$ cat src/lsd_pkg.sv
// constants, types and register layout of the led status driver
package lsd_pkg;

  // ****************************************
  // clock and timing
  // ****************************************
  localparam int unsigned LSD_CLOCK_HZ = 40_000_000;
  localparam int unsigned LSD_HZ_PER_KHZ = 1000;
  localparam int unsigned LSD_CYC_PER_MS = LSD_CLOCK_HZ / LSD_HZ_PER_KHZ;
  localparam int unsigned LSD_STR_SHORT_MS = 30;
  localparam int unsigned LSD_STR_LONG_MS = 60;
  localparam int unsigned LSD_BLINK_FAST_MS = 50;
  localparam int unsigned LSD_BLINK_SLOW_MS = 200;
  localparam int unsigned LSD_STR_SHORT_CYC = LSD_STR_SHORT_MS * LSD_CYC_PER_MS;
  localparam int unsigned LSD_STR_LONG_CYC = LSD_STR_LONG_MS * LSD_CYC_PER_MS;
  localparam int unsigned LSD_BLINK_FAST_CYC = LSD_BLINK_FAST_MS * LSD_CYC_PER_MS;
  localparam int unsigned LSD_BLINK_SLOW_CYC = LSD_BLINK_SLOW_MS * LSD_CYC_PER_MS;
  localparam int LSD_CNT_W = 24;
  typedef logic [LSD_CNT_W-1:0] lsd_cnt_t;
  localparam lsd_cnt_t LSD_CNT_ONE = 24'h000001;

  // ****************************************
  // register bus
  // ****************************************
  localparam int LSD_ADDR_W = 5;
  localparam int LSD_DATA_W = 16;
  typedef logic [LSD_ADDR_W-1:0] lsd_addr_t;
  typedef logic [LSD_DATA_W-1:0] lsd_data_t;
  localparam lsd_addr_t LSD_ADDR_LED_CONFIG = 5'h14;

  // ****************************************
  // led_config fields
  // ****************************************
  localparam int LSD_NUM_LEDS = 3;
  localparam int LSD_SEL_W = 4;
  localparam int LSD_PER_W = 2;
  localparam int LSD_SEL_LSB [LSD_NUM_LEDS] = '{12, 8, 4};
  localparam int LSD_PER_LSB = 2;
  localparam int LSD_STR_EN_BIT = 1;
  localparam logic [LSD_PER_W-1:0] LSD_PER_SHORT = 2'h0;
  localparam logic [LSD_PER_W-1:0] LSD_PER_LONG = 2'h1;
  localparam logic [LSD_SEL_W-1:0] LSD_SEL1_RST = 4'h0;
  localparam logic [LSD_SEL_W-1:0] LSD_SEL2_RST = 4'h4;
  localparam logic [LSD_SEL_W-1:0] LSD_SEL3_RST = 4'h2;
  localparam logic LSD_STR_EN_RST = 1'b1;
  localparam logic LSD_RSV0_RST = 1'b0;
  localparam lsd_data_t LSD_CFG_RST = {LSD_SEL1_RST, LSD_SEL2_RST, LSD_SEL3_RST,
                                       LSD_PER_SHORT, LSD_STR_EN_RST, LSD_RSV0_RST};

  // ****************************************
  // selector codes
  // ****************************************
  typedef enum logic [LSD_SEL_W-1:0] {
    LSD_M_SPEED = 4'h0,
    LSD_M_TX = 4'h1,
    LSD_M_RX = 4'h2,
    LSD_M_COL = 4'h3,
    LSD_M_LINK = 4'h4,
    LSD_M_DUPLEX = 4'h5,
    LSD_M_UNUSED_A = 4'h6,
    LSD_M_ACT = 4'h7,
    LSD_M_ON = 4'h8,
    LSD_M_OFF = 4'h9,
    LSD_M_FAST = 4'ha,
    LSD_M_SLOW = 4'hb,
    LSD_M_LINK_RX = 4'hc,
    LSD_M_LINK_ACT = 4'hd,
    LSD_M_DUP_COL = 4'he,
    LSD_M_UNUSED_B = 4'hf
  } lsd_mode_e;

endpackage

$ cat src/lsd_stretch_if.sv
// carrier between the led selector and one pulse stretcher
`timescale 1ns/10ps
interface lsd_stretch_if;
  import lsd_pkg::*;
  logic event_in;
  logic stretch_on;
  lsd_cnt_t hold_cyc;
  logic led_event;
  modport ctrl (output event_in, output stretch_on, output hold_cyc, input led_event);
  modport unit (input event_in, input stretch_on, input hold_cyc, output led_event);
endinterface

$ cat src/lsd_led_status_driver.sv
// programmable status led driver with register port and pulse stretching
// the block keeps one 16-bit configuration word behind a plain
// register port. three selector fields pick what each led shows.
// continuous modes follow their status input one cycle late,
// because every led level is registered before it leaves.
// event modes pass through a pulse stretcher first, so a one
// cycle event is seen by the eye for the selected hold time.
// combined modes mix a solid primary level with a stretched
// secondary event: the event inverts the level for its hold.
// the test patterns come from two free-running blink counters
// that start low after reset and never stop.
//
// hazards and limits a user should know:
// - the status inputs are taken as same-clock logic; a source
//   from another clock must be synchronised before this block.
// - a selector change takes effect at once, while the stretch
//   timers keep running; a pending hold may show briefly in the
//   newly selected event mode.
// - hold times are approximate by nature; software must not
//   rely on an exact count.
// - reads return zero outside the cycle after the read strobe,
//   so a bus that ors several slaves needs no extra gating.
`timescale 1ns/10ps
module lsd_led_status_driver #(
  parameter int unsigned STRETCH_SHORT_CYC = lsd_pkg::LSD_STR_SHORT_CYC,
  parameter int unsigned STRETCH_LONG_CYC = lsd_pkg::LSD_STR_LONG_CYC,
  parameter int unsigned BLINK_FAST_CYC = lsd_pkg::LSD_BLINK_FAST_CYC,
  parameter int unsigned BLINK_SLOW_CYC = lsd_pkg::LSD_BLINK_SLOW_CYC
) (
  input wire logic i_clock,
  input wire logic i_reset_n,
  input wire lsd_pkg::lsd_addr_t i_addr,
  input wire lsd_pkg::lsd_data_t i_wdata,
  input wire logic i_wr,
  input wire logic i_rd,
  output lsd_pkg::lsd_data_t o_rdata,
  input wire logic i_speed_100,
  input wire logic i_link_up,
  input wire logic i_full_duplex,
  input wire logic i_tx_active,
  input wire logic i_rx_active,
  input wire logic i_collision,
  output logic [lsd_pkg::LSD_NUM_LEDS-1:0] o_led
);
  import lsd_pkg::*;

  // ****************************************
  // types and state
  // ****************************************

  // every flip-flop of the block apart from the reset synchroniser
  // and the stretchers; the stretchers live in their own modules.
  // keeping one struct makes the reset value a single constant
  // and keeps next-state logic in one combinational process.
  typedef struct packed {
    lsd_data_t cfg;
    lsd_data_t rdata;
    lsd_cnt_t fast_cnt;
    lsd_cnt_t slow_cnt;
    logic fast_ph;
    logic slow_ph;
    logic [LSD_NUM_LEDS-1:0] led;
  } lsd_state_s;

  localparam lsd_state_s LSD_STATE_RST = '{
    cfg: LSD_CFG_RST,
    rdata: '0,
    fast_cnt: '0,
    slow_cnt: '0,
    fast_ph: 1'b0,
    slow_ph: 1'b0,
    led: '0
  };

  localparam lsd_cnt_t SHORT_HOLD = lsd_cnt_t'(STRETCH_SHORT_CYC);
  localparam lsd_cnt_t LONG_HOLD = lsd_cnt_t'(STRETCH_LONG_CYC);
  localparam lsd_cnt_t FAST_LAST = lsd_cnt_t'(BLINK_FAST_CYC - 1);
  localparam lsd_cnt_t SLOW_LAST = lsd_cnt_t'(BLINK_SLOW_CYC - 1);

  lsd_state_s s_q;
  lsd_state_s s_d;
  logic [1:0] rst_sync_q;
  logic rst_n;
  logic [LSD_NUM_LEDS-1:0] stretched;
  lsd_mode_e mode [LSD_NUM_LEDS];
  logic cfg_hit;
  logic stretch_en;
  lsd_cnt_t hold_now;

  // ****************************************
  // functions
  // ****************************************

  // event source that feeds the stretcher for a mode
  function automatic logic sel_event(
    input lsd_mode_e m,
    input logic tx,
    input logic rx,
    input logic col
  );
    logic ev;
    ev = 1'b0;
    case (m)
      LSD_M_TX: begin
        ev = tx;
      end
      LSD_M_RX, LSD_M_LINK_RX: begin
        ev = rx;
      end
      LSD_M_COL, LSD_M_DUP_COL: begin
        ev = col;
      end
      LSD_M_ACT, LSD_M_LINK_ACT: begin
        ev = rx | tx;
      end
      default: begin
        ev = 1'b0;
      end
    endcase
    return ev;
  endfunction

  // combined displays that stretch whatever the enable bit says
  function automatic logic is_combined(input lsd_mode_e m);
    return (m == LSD_M_LINK_RX) || (m == LSD_M_LINK_ACT) || (m == LSD_M_DUP_COL);
  endfunction

  // level the led takes for a mode
  function automatic logic led_value(
    input lsd_mode_e m,
    input logic str,
    input logic spd,
    input logic link,
    input logic dup,
    input logic fast,
    input logic slow
  );
    logic v;
    v = 1'b0;
    case (m)
      LSD_M_SPEED: begin
        v = spd;
      end
      LSD_M_LINK: begin
        v = link;
      end
      LSD_M_DUPLEX: begin
        v = dup;
      end
      LSD_M_TX, LSD_M_RX, LSD_M_COL, LSD_M_ACT: begin
        v = str;
      end
      LSD_M_ON: begin
        v = 1'b1;
      end
      LSD_M_OFF: begin
        v = 1'b0;
      end
      LSD_M_FAST: begin
        v = fast;
      end
      LSD_M_SLOW: begin
        v = slow;
      end
      LSD_M_LINK_RX, LSD_M_LINK_ACT: begin
        v = link ^ str;
      end
      LSD_M_DUP_COL: begin
        v = dup ^ str;
      end
      default: begin
        v = 1'b0;
      end
    endcase
    return v;
  endfunction

  // ****************************************
  // reset release
  // ****************************************

  // reset enters asynchronously, leaves on the clock.
  // two flops keep a late release edge from reaching part of the
  // state on one clock and the rest on the next.
  always_ff @(posedge i_clock or negedge i_reset_n) begin
    if (!i_reset_n) begin
      rst_sync_q <= 2'h0;
    end else begin
      rst_sync_q <= {rst_sync_q[0], 1'b1};
    end
  end

  assign rst_n = rst_sync_q[1];

  // ****************************************
  // configuration decode
  // ****************************************

  always_comb begin
    for (int i = 0; i < LSD_NUM_LEDS; i++) begin
      mode[i] = lsd_mode_e'(s_q.cfg[LSD_SEL_LSB[i] +: LSD_SEL_W]);
    end
  end

  assign stretch_en = s_q.cfg[LSD_STR_EN_BIT];

  assign hold_now = (s_q.cfg[LSD_PER_LSB +: LSD_PER_W] == LSD_PER_LONG) ? LONG_HOLD : SHORT_HOLD;

  assign cfg_hit = (i_addr == LSD_ADDR_LED_CONFIG);

  // ****************************************
  // pulse stretchers
  // ****************************************

  // one stretcher per led, fed by the selected event.
  // the stretcher always runs; whether its hold counts toward
  // the led depends on the enable bit or a combined mode.
  // the hold length is read live, so a period change applies
  // to the next event and not to one already being held.
  for (genvar g = 0; g < LSD_NUM_LEDS; g++) begin : g_led
    lsd_stretch_if sif ();

    assign sif.event_in = sel_event(mode[g], i_tx_active, i_rx_active, i_collision);
    assign sif.stretch_on = stretch_en | is_combined(mode[g]);
    assign sif.hold_cyc = hold_now;
    assign stretched[g] = sif.led_event;

    lsd_stretch u_stretch (
      .i_clock (i_clock),
      .i_reset_n (rst_n),
      .u (sif.unit)
    );
  end

  // ****************************************
  // next state
  // ****************************************

  always_comb begin
    s_d = s_q;

    // register write, whole word
    if (i_wr && cfg_hit) begin
      s_d.cfg = i_wdata;
    end

    // read data stand one cycle, zero otherwise
    s_d.rdata = '0;
    if (i_rd && cfg_hit) begin
      s_d.rdata = s_q.cfg;
    end

    // blink counters run free; the greater-or-equal compare
    // recovers even if a counter ever held an odd value.
    // fast blink half period
    if (s_q.fast_cnt >= FAST_LAST) begin
      s_d.fast_cnt = '0;
      s_d.fast_ph = ~s_q.fast_ph;
    end else begin
      s_d.fast_cnt = s_q.fast_cnt + LSD_CNT_ONE;
    end

    // slow blink half period
    if (s_q.slow_cnt >= SLOW_LAST) begin
      s_d.slow_cnt = '0;
      s_d.slow_ph = ~s_q.slow_ph;
    end else begin
      s_d.slow_cnt = s_q.slow_cnt + LSD_CNT_ONE;
    end

    for (int i = 0; i < LSD_NUM_LEDS; i++) begin
      s_d.led[i] = led_value(mode[i], stretched[i], i_speed_100, i_link_up,
                             i_full_duplex, s_q.fast_ph, s_q.slow_ph);
    end
  end

  // ****************************************
  // state register
  // ****************************************

  always_ff @(posedge i_clock or negedge rst_n) begin
    if (!rst_n) begin
      s_q <= LSD_STATE_RST;
    end else begin
      s_q <= s_d;
    end
  end

  // ****************************************
  // outputs
  // ****************************************

  // both outputs come straight from flops, so no glitch from the
  // decode reaches the pins or the register bus.
  assign o_rdata = s_q.rdata;
  assign o_led = s_q.led;

endmodule

$ cat src/lsd_stretch.sv
// pulse stretcher for one led event source
`timescale 1ns/10ps
module lsd_stretch (
  input wire logic i_clock,
  input wire logic i_reset_n,
  lsd_stretch_if.unit u
);
  import lsd_pkg::*;

  typedef struct packed {
    lsd_cnt_t remain;
    logic led;
  } lsd_str_s;

  lsd_str_s s_q;
  lsd_str_s s_d;

  always_comb begin
    s_d = s_q;
    if (u.event_in) begin
      s_d.remain = u.hold_cyc;
    end else if (s_q.remain != '0) begin
      s_d.remain = s_q.remain - LSD_CNT_ONE;
    end
    s_d.led = u.event_in | (u.stretch_on & (s_q.remain != '0));
  end

  // state register
  always_ff @(posedge i_clock or negedge i_reset_n) begin
    if (!i_reset_n) begin
      s_q <= '0;
    end else begin
      s_q <= s_d;
    end
  end

  assign u.led_event = s_q.led;
endmodule

$ cat config.mk
export PLATFORM = sky130hd
export DESIGN_NAME = lsd_led_status_driver
export DESIGN_NICKNAME = d
export VERILOG_FILES = /design/src/lsd_pkg.sv /design/src/lsd_stretch_if.sv /design/src/lsd_led_status_driver.sv /design/src/lsd_stretch.sv
export SDC_FILE = /design/constraint.sdc
export NUM_CORES = 1
export LEC_CHECK = 0
export BUFFER_PORTS_ARGS = -buffer_cell sky130_fd_sc_hd__buf_4
export CORE_UTILIZATION = 60
export DETAILED_ROUTE_END_ITERATION = 7
export GPL_TIMING_DRIVEN = 0
export PLACE_DENSITY_LB_ADDON = 0.08
export SLEW_MARGIN = 40
export SYNTH_ARGS = -nofsm -noshare
export SYNTH_HDL_FRONTEND = slang
export SYNTH_SLANG_ARGS = --single-unit
$ cat constraint.sdc
create_clock -name i_clock -period 8.3 [get_ports i_clock]
set_clock_uncertainty 0.1 [all_clocks]
set_input_delay 1.245 -clock i_clock [delete_from_list [all_inputs] [get_ports i_clock]]
set_output_delay 1.245 -clock i_clock [all_outputs]
set_load 0.005 [all_outputs]
# After elaboration in Yosys (flattened, before gate mapping)
# Index checks and enable logic that the tools add are counted.
# op_classes
reduce_logical	32
n_eq_ne	38
magnitude_cmp	2
n_addsub	5
mux	16
bitwise	18
# ops
operator	n
$mux W24	8
$eq A4 B4 Y1 const B	18
$reduce_bool A24 Y1	3
$sub A24 B1 Y24 const B	3
$add A24 B1 Y24 const B	2
$eq A4 B3 Y1 const B	9
$pmux W1 S9	3
$eq A4 B2 Y1 const B	6
$ge A24 B21 Y1 const B	1
$ge A24 B23 Y1 const B	1
$reduce_or A2 Y1	12
$mux W22	1
$mux W16	1
$eq A4 B1 Y1 const B	3
$logic_not A4 Y1	3
$pmux W1 S4	3
$reduce_or A4 Y1	3
$or A1 B1 Y1	7
$logic_or A1 B1 Y1	6
$reduce_bool A2 Y1	3
$xor A1 B1 Y1	6
$eq A5 B5 Y1 const B	1
$and A1 B1 Y1	3
$eq A2 B1 Y1 const B	1
2 further kinds	4
# word_totals
reg_bits	162
wordCells	125

# Longest topological paths before layout
# Gate-level depths: netlist (run 1).
# logic_depth
ltp_word	6
ltp_mapped	10
depth_no_buf	8

# By module
# A second synthesis (run 1) with hierarchy kept.
# unflattened
hier_cells	921
hier_area_um2	8866.0
# modules_own_cells
module	area_each_um2	n_inst	cells_each
lsd_led_status_driver	4444.3	1	432
lsd_stretch	1473.9	3	163

# Least setup slack after synthesis (run 1)
# OpenSTA, ideal clock, no wires.
# synth_path
path_kind	input -> register
start	input i_addr[1]
end	register s_q, in the netlist mode[10]
arrival_time_ns	2.685
setup_slack_ns	5.390
path_stages	4
t_required_ns	8.075
cell_sequence	nor4_1 -> nand2_1 -> clkbuf_1 -> mux2_2
# synth_via
elab_chain_len	2
# synth_lines
element	line_no	rtl
start: declaration	lsd_led_status_driver.sv:32	input wire lsd_pkg::lsd_addr_t i_addr,
$eq A5 B5 Y1	lsd_led_status_driver.sv:209	assign cfg_hit = (i_addr == LSD_ADDR_LED_CONFIG);
$logic_and A1 B1 Y1	lsd_led_status_driver.sv:243	if (i_wr && cfg_hit) begin
end signal: assignment	lsd_led_status_driver.sv:283	s_q <= LSD_STATE_RST;
end signal: assignment	lsd_led_status_driver.sv:285	s_q <= s_d;
end: declaration	lsd_led_status_driver.sv:80	lsd_state_s s_q;
# Every way passes these cells.
# A chain may end at the register's enable or synchronous reset.

# Final worst setup path (run 1)
# layout_path
start	input i_addr[1]
end	register s_q, in the netlist mode[7]
# Same word-level chain as after synthesis.

==> qor.yml, run 1 <==
synthesis:
  synth_top_area_share_pct: 48.9
  syn_avg_cell_area_um2: 9.69
  yosys.cell_types.count: 60
  synth_edf_count: 0
  synthTopCellsByArea: "dfrtp_1 49%, xnor2_1 5.9%, nor2_1 5.5%"
  ys_warn_count: 0
  synthesis.area_mm2: 0.00814
  netlist_instances: 840
  ys.flop_type: "dfrtp_1"
  async_flop_share_pct: 100
  yosysTopAreaCell: "dfrtp_1"
  ys_seq_area_share_pct: 49.8
  ys_ff_latch: 162
critical_path:
  arrival_ns: 3.16
  r2r-start: "mode[1]"
  cp-start-kind: "input pin"
  crit_start: "i_addr[1]"
  end_kind: "flop"
  crit_fanout: 10
  worstPathRequired_ns: 8.50
  criticalPathCategory: "in2reg"
sta:
  setup_violations: 0
  rsz0062_at_grt: "no"
  fmax_mhz: 338
  slew_headroom_pct: 44.9
  hold_viol_final: 0
  worst_pin_slew_ns: 0.823
  tns_ns: 0
  finalCritPeriodShare_pct: 35.6
  post-route-min-period_ns: 2.96
  finalMaxSlewViolations: 0
final_layout:
  drive_gt1_share_pct: 14.9
  fill_cells: 1042
  syn_to_final_growth_pct: 16.3
  regArea_mm2: 0.00406
  multi_input_area_mm2: 0.00374
  final_area_mm2: 0.00947
  diodes: 0
  final_nets: 952
pwr:
  p_switching_uw: 811
  clockPowerShare_pct: 33.4
  p_per_area_mw_per_mm2: 271
  seqPwrFrac_pct: 42.7
  cellLeakagePower_uw: 0.00405
  ir_worst_vdd_uv: 234
  p_int_uw: 1750
  combinationalPowerShare_pct: 23.9
  switching_share_pct: 31.7
route:
  dr.pass1.iters: 5
  dr.first_iter.drc_count: 352
  route.detailed.drc: 0
  routed_via_density: 5.68
  ant_nets: 0
  vias: 6259
  wire_per_inst_um: 15.6
  routed_wl_um: 17200
clocking:
  cts.clk_slew.worst_paths_ns: 0.06
  cts_root_buffer: "clkbuf_16"
  clkSinkCount: 162
  cts_made_buffers: 17
  cts_setup_buffers: 0
  cts_hold_buffers: 0
  clock_path_buffers: 2
  ctsResizeCount: 0
  htree_levels: 4
  worstSkewPairLatency_ns: 0.42
  cts_tree: "done"
grt:
  met2_usage_pct: 44.0
  first_global_vias: 6260
  grt-busiest-layer: "met2"
  grt_pass1_wl_um: 29200
  met1_usage_pct: 33.7
  grt_max_degree: 45
  antenna_found_initial: 0
  gr-total-overflow: 0
  gr-usage-met3_pct: 5.41
  track_usage_pct: 26.1
flow_run:
  drv_cap: 0
hold_path:
  hold_path_class: "reg2async"
placement:
  dpl.hpwl_um: 11800
  io_buffers: 47
  gp_congestion: 0.827
  placed_area_mm2: 0.00882
die:
  core_area_mm2: 0.0132
  start_util_pct: 61.5
  die-area_mm2: 0.0140
  die_h_um: 118
  chipWidth_um: 118
  rows: 42
  ios: 50
outcome:
  outcome: "finished, final reports clean"
-- registers in the layout, summed over array words and instances, names as in the netlist --
name	flops
rst_sync_q	2
g_led.u_stretch.s_q	72
mode	12
o_rdata	16
o_led	3
g_led.u_stretch.u.led_event	3
s_q	54
-- cell usage in the layout (no fill, tap or decap), drive strengths merged, types with 3 or more instances in the layout --
cell type / n
a211oi: 4
nand3b: 4
a22oi: 3
or4: 16
dfstp: 3
bufinv: 5
nand2: 58
or3: 16
mux2: 18
nor3: 27
buf: 75
o211ai: 6
inv: 20
clkbuf: 49
nor2b: 8
dfrtp: 159
nand2b: 4
a21oi: 36
clkinv: 5
nand4b: 4
conb: 5
xor2: 48
o221ai: 4
nand3: 33
and3: 30
or2: 6
mux2i: 4
nor2: 119
ha: 8
and4: 4
and2: 3
a31oi: 3
xnor2: 55
o21ai: 30
nand4: 10
nor4: 19
nor3b: 3
-- power by group through the flow --
stage | registers (uW) | logic (uW) | clock network [uW]
final | 1090 | 613 | 855
after global routing | 1110 | 691 | 901
after CTS | 1090 | 614 | 865
after detailed placement | 1100 | 604 | 0
after global placement | 1100 | 563 | 0
after floorplan | 1070 | 458 | 0
-- cell type report --
class	count	share of cell area (%)
clock inverters	13	2.18
well taps	176	2.33
flip-flops and latches	162	42.9
multi-input cells	608	39.6
plain buffers	54	3.03
clock buffers	19	4.68
repair buffers	51	4.57
inverters	19	0.753
-- synthesized netlist by cell type (2+ instances only) --
cell	count
or3_1	16
dfrtp_1	159
nand2_1	58
nor2b_1	8
dfstp_2	3
nand3b_1	3
and4_1	4
a31oi_1	3
or2_2	5
inv_1	19
conb_1	2
nand4b_1	4
nand2b_1	4
nor3_1	27
nand4_1	10
ha_1	8
a211oi_1	4
o31ai_1	2
or4_1	15
o211ai_1	6
xnor2_1	55
and3_1	30
buf_4	19
mux2i_1	4
buf_2	4
a21oi_1	36
clkbuf_1	30
nor3b_1	3
nor4_1	19
o21ai_1	6
a22oi_1	3
o21ai_0	23
o21a_1	2
nand3_1	33
nor2_1	119
mux2_2	18
xor2_1	48
and2_1	3
o221ai_1	4
-- metal layers --
metal / up-vias / part of all wire [%]
met5: - / 0
met4: 0 / 1.8
met3: 31 / 3.8
met2: 131 / 49
met1: 3052 / 45
li1: 3045 / -
-- cell families after synthesis --
| family | Yosys count | synth area share, % |
|---|---|---|
| AOI/OAI and AO/OA | 102 | 7.62 |
| xor gates and xnor gates | 103 | 11.1 |
| adders and majority gates | 9 | 1.35 |
| buffers and inverters | 73 | 4.40 |
| DFF | 162 | 49.8 |
| muxes | 22 | 2.98 |
| other | 2 | 0.0922 |
| and+or+nand+nor | 367 | 22.6 |
-- final timing paths --
kind / cells past startpoint / to / slack [ns]
max: 5 / mode[7] / 5.34
min reg2reg: 0 / s_q[24] / 0.12
max reg2reg: 6 / g_led[2].u_stretch.s_q[9] / 5.45
max in group asynchronous: 2 / s_q[70] / 7.19
min in group i_clock: 0 / rst_sync_q[1] / 0.26
min: 0 / s_q[24] / 0.12
-- metrics by stage --
stage / power [uW] / setup slack (ns) / hold WS [ns] / instances / util [%]
5_1_grt: 2710 / 5.25 / 0.151 / 1102 / 71.5
3_5_place_dp: 1700 / 4.93 / 0.123 / 1070 / 66.6
6_report: 2560 / 5.34 / 0.117 / 1102 / 71.5
4_1_cts: 2570 / 5.35 / 0.126 / 1102 / 71.5
2_1_floorplan: 1530 / 3.36 / 0.231 / 843 / -
3_3_place_gp: 1660 / 1.78 / 0.240 / 1066 / 65.9
-- worst max-delay path, stage by stage --
cell	delay (ns)
buf_4	0.11
nor4_2	0.65
nand2_1	0.39
clkbuf_1	0.39
mux2_2	0.36
Power figures use the tool's default switching activity.
==> run 2, diff against run 1 <==
ABC_AREA = 1   (was default)
CORE_UTILIZATION = 56   (was 60)
clock period = 2.4 ns   (was 8.3 ns; I/O delays follow)
==> qor.yml, run 2 <==
sta:
  finalMaxSlewViolations: 0  # unchanged
  setup_violations: 0  # unchanged
  rsz0062_at_grt: "no"  # unchanged
  fmax_mhz: 505
  post-route-min-period_ns: 1.98
  hold_viol_final: 0  # unchanged
  worst_pin_slew_ns: 0.594  # was 0.823 ns
  tns_ns: 0  # unchanged
  slew_headroom_pct: 60.2  # was 44.9%
  finalCritPeriodShare_pct: 82.5
die:
  chipWidth_um: 133  # was 118 um
  ios: 50  # unchanged
  die-area_mm2: 0.0177  # was 0.0140 mm^2
  core_area_mm2: 0.0166  # was 0.0132 mm^2
  rows: 47  # was 42
  start_util_pct: 57.6  # was 61.5%
  die_h_um: 133  # was 118 um
critical_path:
  slowest_delay_ns: 0.39  # was 0.65 ns
  arrival_ns: 2.20  # was 3.16 ns
  cp-start-kind: "flop"  # was input pin
  worstPathRequired_ns: 2.62  # was 8.50 ns
  worstPathCellList: "inv_1 > ha_1 > nand2_1 > nor2_4 > nand2_1 > o21ai_0 > nand2_1 > nand2_1 > nand2_1"  # was buf_4 > nor4_2 > nand2_1 > clkbuf_1 > mux2_2
  slowest_stage: "dfrtp_1"  # was nor4_2
  criticalPathCategory: "reg2reg"  # was in2reg
  end_kind: "flop"  # unchanged
  cpLargestDelayFamily: "simple AND/OR/NAND/NOR gates"  # unchanged
  crit_fanout: 7  # was 10
  path_buf_inv: 1  # was 2
  crit_top_cell: "nand2_1"
clocking:
  ctsResizeCount: 0  # unchanged
  cts_made_buffers: 17  # unchanged
  cts_root_buffer: "clkbuf_16"  # unchanged
  htree_levels: 4  # unchanged
  cts.clk_slew.worst_paths_ns: 0.07  # was 0.06 ns
  clkSinkCount: 162  # unchanged
  worstSkewPairLatency_ns: 0.44  # was 0.42 ns
  cts_tree: "done"  # unchanged
  clock_path_buffers: 2  # unchanged
hold_path:
  hold_path_class: "in2reg"  # was reg2async
synthesis:
  synth_top_area_share_pct: 41.5  # was 48.9%
  ys.flop_type: "dfrtp_1"  # unchanged
  ys_ff_latch: 162  # unchanged
  ys_seq_area_share_pct: 42.3  # was 49.8%
  ys_warn_count: 0  # unchanged
  ys_top_cells_by_count: "312 x nand2_1, 257 x nor2_1, 159 x dfrtp_1"  # was 159 x dfrtp_1, 119 x nor2_1, 58 x nand2_1
  synth_most_common_cell: "nand2_1"  # was dfrtp_1
  netlist_instances: 1311  # was 840
  synth_edf_count: 0  # unchanged
  syn_avg_cell_area_um2: 7.32  # was 9.69 um^2
  yosysTopAreaCell: "dfrtp_1"  # unchanged
  synthesis.area_mm2: 0.00959  # was 0.00814 mm^2
  async_flop_share_pct: 100  # unchanged
  yosys.cell_types.count: 41  # was 60
  synthTopCellsByArea: "dfrtp_1 41%, nand2_1 12%, nor2_1 10%"  # was dfrtp_1 49%, xnor2_1 5.9%, nor2_1 5.5%
grt:
  grt_pass1_wl_um: 38200  # was 29200 um
  antenna_found_initial: 0  # unchanged
  gr-total-overflow: 0  # unchanged
  track_usage_pct: 27.1  # was 26.1%
  grt_max_degree: 38  # was 45
  first_global_vias: 8115  # was 6260
route:
  wire_per_inst_um: 13.9  # was 15.6 um
  route.detailed.drc: 0  # unchanged
  ant_nets: 0  # unchanged
  routed_via_density: 5.24  # was 5.68
  dr.first_iter.drc_count: 462  # was 352
  dr.pass1.iters: 5  # unchanged
  routed_wl_um: 22500  # was 17200 um
  vias: 8479  # was 6259
pwr:
  p_switching_uw: 3490  # was 811 uW
  clockPowerShare_pct: 29.5  # was 33.4%
  combinationalPowerShare_pct: 30.9  # was 23.9%
  p_int_uw: 5780  # was 1750 uW
  ir_worst_vdd_uv: 582  # was 234 uV
  p_per_area_mw_per_mm2: 848  # was 271 mW/mm^2
  seqPwrFrac_pct: 39.7  # was 42.7%
  switching_share_pct: 37.7  # was 31.7%
  cellLeakagePower_uw: 0.00535  # was 0.00405 uW
outcome:
  outcome: "finished, final reports clean"  # unchanged
placement:
  io_buffers: 48  # was 47
  dpl.hpwl_um: 16600  # was 11800 um
  gp_congestion: 0.911  # was 0.827
flow_run:
  drv_cap: 0  # unchanged
final_layout:
  largest_reg_flops: 72  # unchanged
  final_nets: 1425  # was 952
  utilization_pct: 65.6  # was 71.5%
  final_cell_mix: "312 x nand2_1, 257 x nor2_1, 158 x dfrtp_1, 152 x inv_1, 89 x nand3_1"  # was 158 x dfrtp_1, 119 x nor2_1, 66 x buf_4, 58 x nand2_1, 55 x xnor2_1
  syn_to_final_growth_pct: 13.9  # was 16.3%
  mostFrequentLayoutCell: "nand2_1"  # was dfrtp_1
  diodes: 0  # unchanged
  drive_gt1_share_pct: 14.4  # was 14.9%
  top_register: "g_led.u_stretch.s_q"  # unchanged
==> run 2: path summary, 6_finish.rpt <==
kind	from	to	slack [ns]	cells past startpoint
worst max-delay path	g_led[1].u_stretch.s_q[1]	g_led[1].u_stretch.s_q[21]	0.42	9
worst min-delay path	i_wdata[14]	mode[10]	0.06	3
worst max register to register	g_led[1].u_stretch.s_q[1]	g_led[1].u_stretch.s_q[21]	0.42	9
worst min register to register	rst_sync_q[1]	s_q[30]	0.17	0
max in group asynchronous	rst_sync_q[1]	mode[1]	0.96	3
min in group asynchronous	i_reset_n	rst_sync_q[0]	0.13	2
==> run 2: power by group through the flow <==
stage                     combinational [uW]  clock [uW]  sequential (uW)
after floorplan                         2200           0             3590
after global placement                  2710           0             3740
after detailed placement                2830           0             3710
after CTS                               2860        2770             3670
after global routing                    3300        2880             3740
final                                   2860        2730             3670
==> run 2: timing repair <==
item,4_1_cts,5_1_grt
hold buffers,1,0
hold endpoints to repair,2,0
buffers inserted,0,0
==> run 2: logic make-up after synthesis <==
logic type / synth area share, %
AOI/OAI and AO/OA: 4.50
adders and majority gates: 1.04
xor gates and xnor gates: 3.74
and+or+nand+nor: 39.4
buffers and inverters: 8.96
DFF: 42.3
other: 0.0783
==> run 2: tightest hold or removal path: stages <==
cell	delay (ns)
buf_4	0.07
nor2_1	0.03
a21oi_1	0.09
==> run 2: cell type report <==
class / instances / area [um^2]
fill: 1459 / 5720
multi-input combinational: 957 / 4680
sequential: 162 / 4060
inverter: 163 / 612
timing repair buffer: 53 / 458
clock buffer: 18 / 429
tap: 220 / 275
buffer: 32 / 248
clock inverter: 14 / 153
==> run 2: stage by stage <==
step	area, um^2	power, uW	hold WS, ns	std cells	worst slack (ns)
global placement	10200	6450	0.0427	1582	0.0103
finish	10900	9270	0.0602	1619	0.419
detailed placement	10300	6540	0.0440	1586	0.442
floorplan	9610	5800	-0.0356	1314	0.619
CTS	10900	9300	0.0622	1619	0.431
global route	10900	9910	0.0899	1619	0.203
==> run 2: layer usage <==
layer / vias up / GRT usage, % / part of all wire [%]
met2: 176 / 45.6 / 48
met4: 0 / 10.5 / 2.3
met1: 3964 / 35.1 / 45
met3: 36 / 4.21 / 4.2
li1: 4303 / - / -
met5: - / 0 / 0
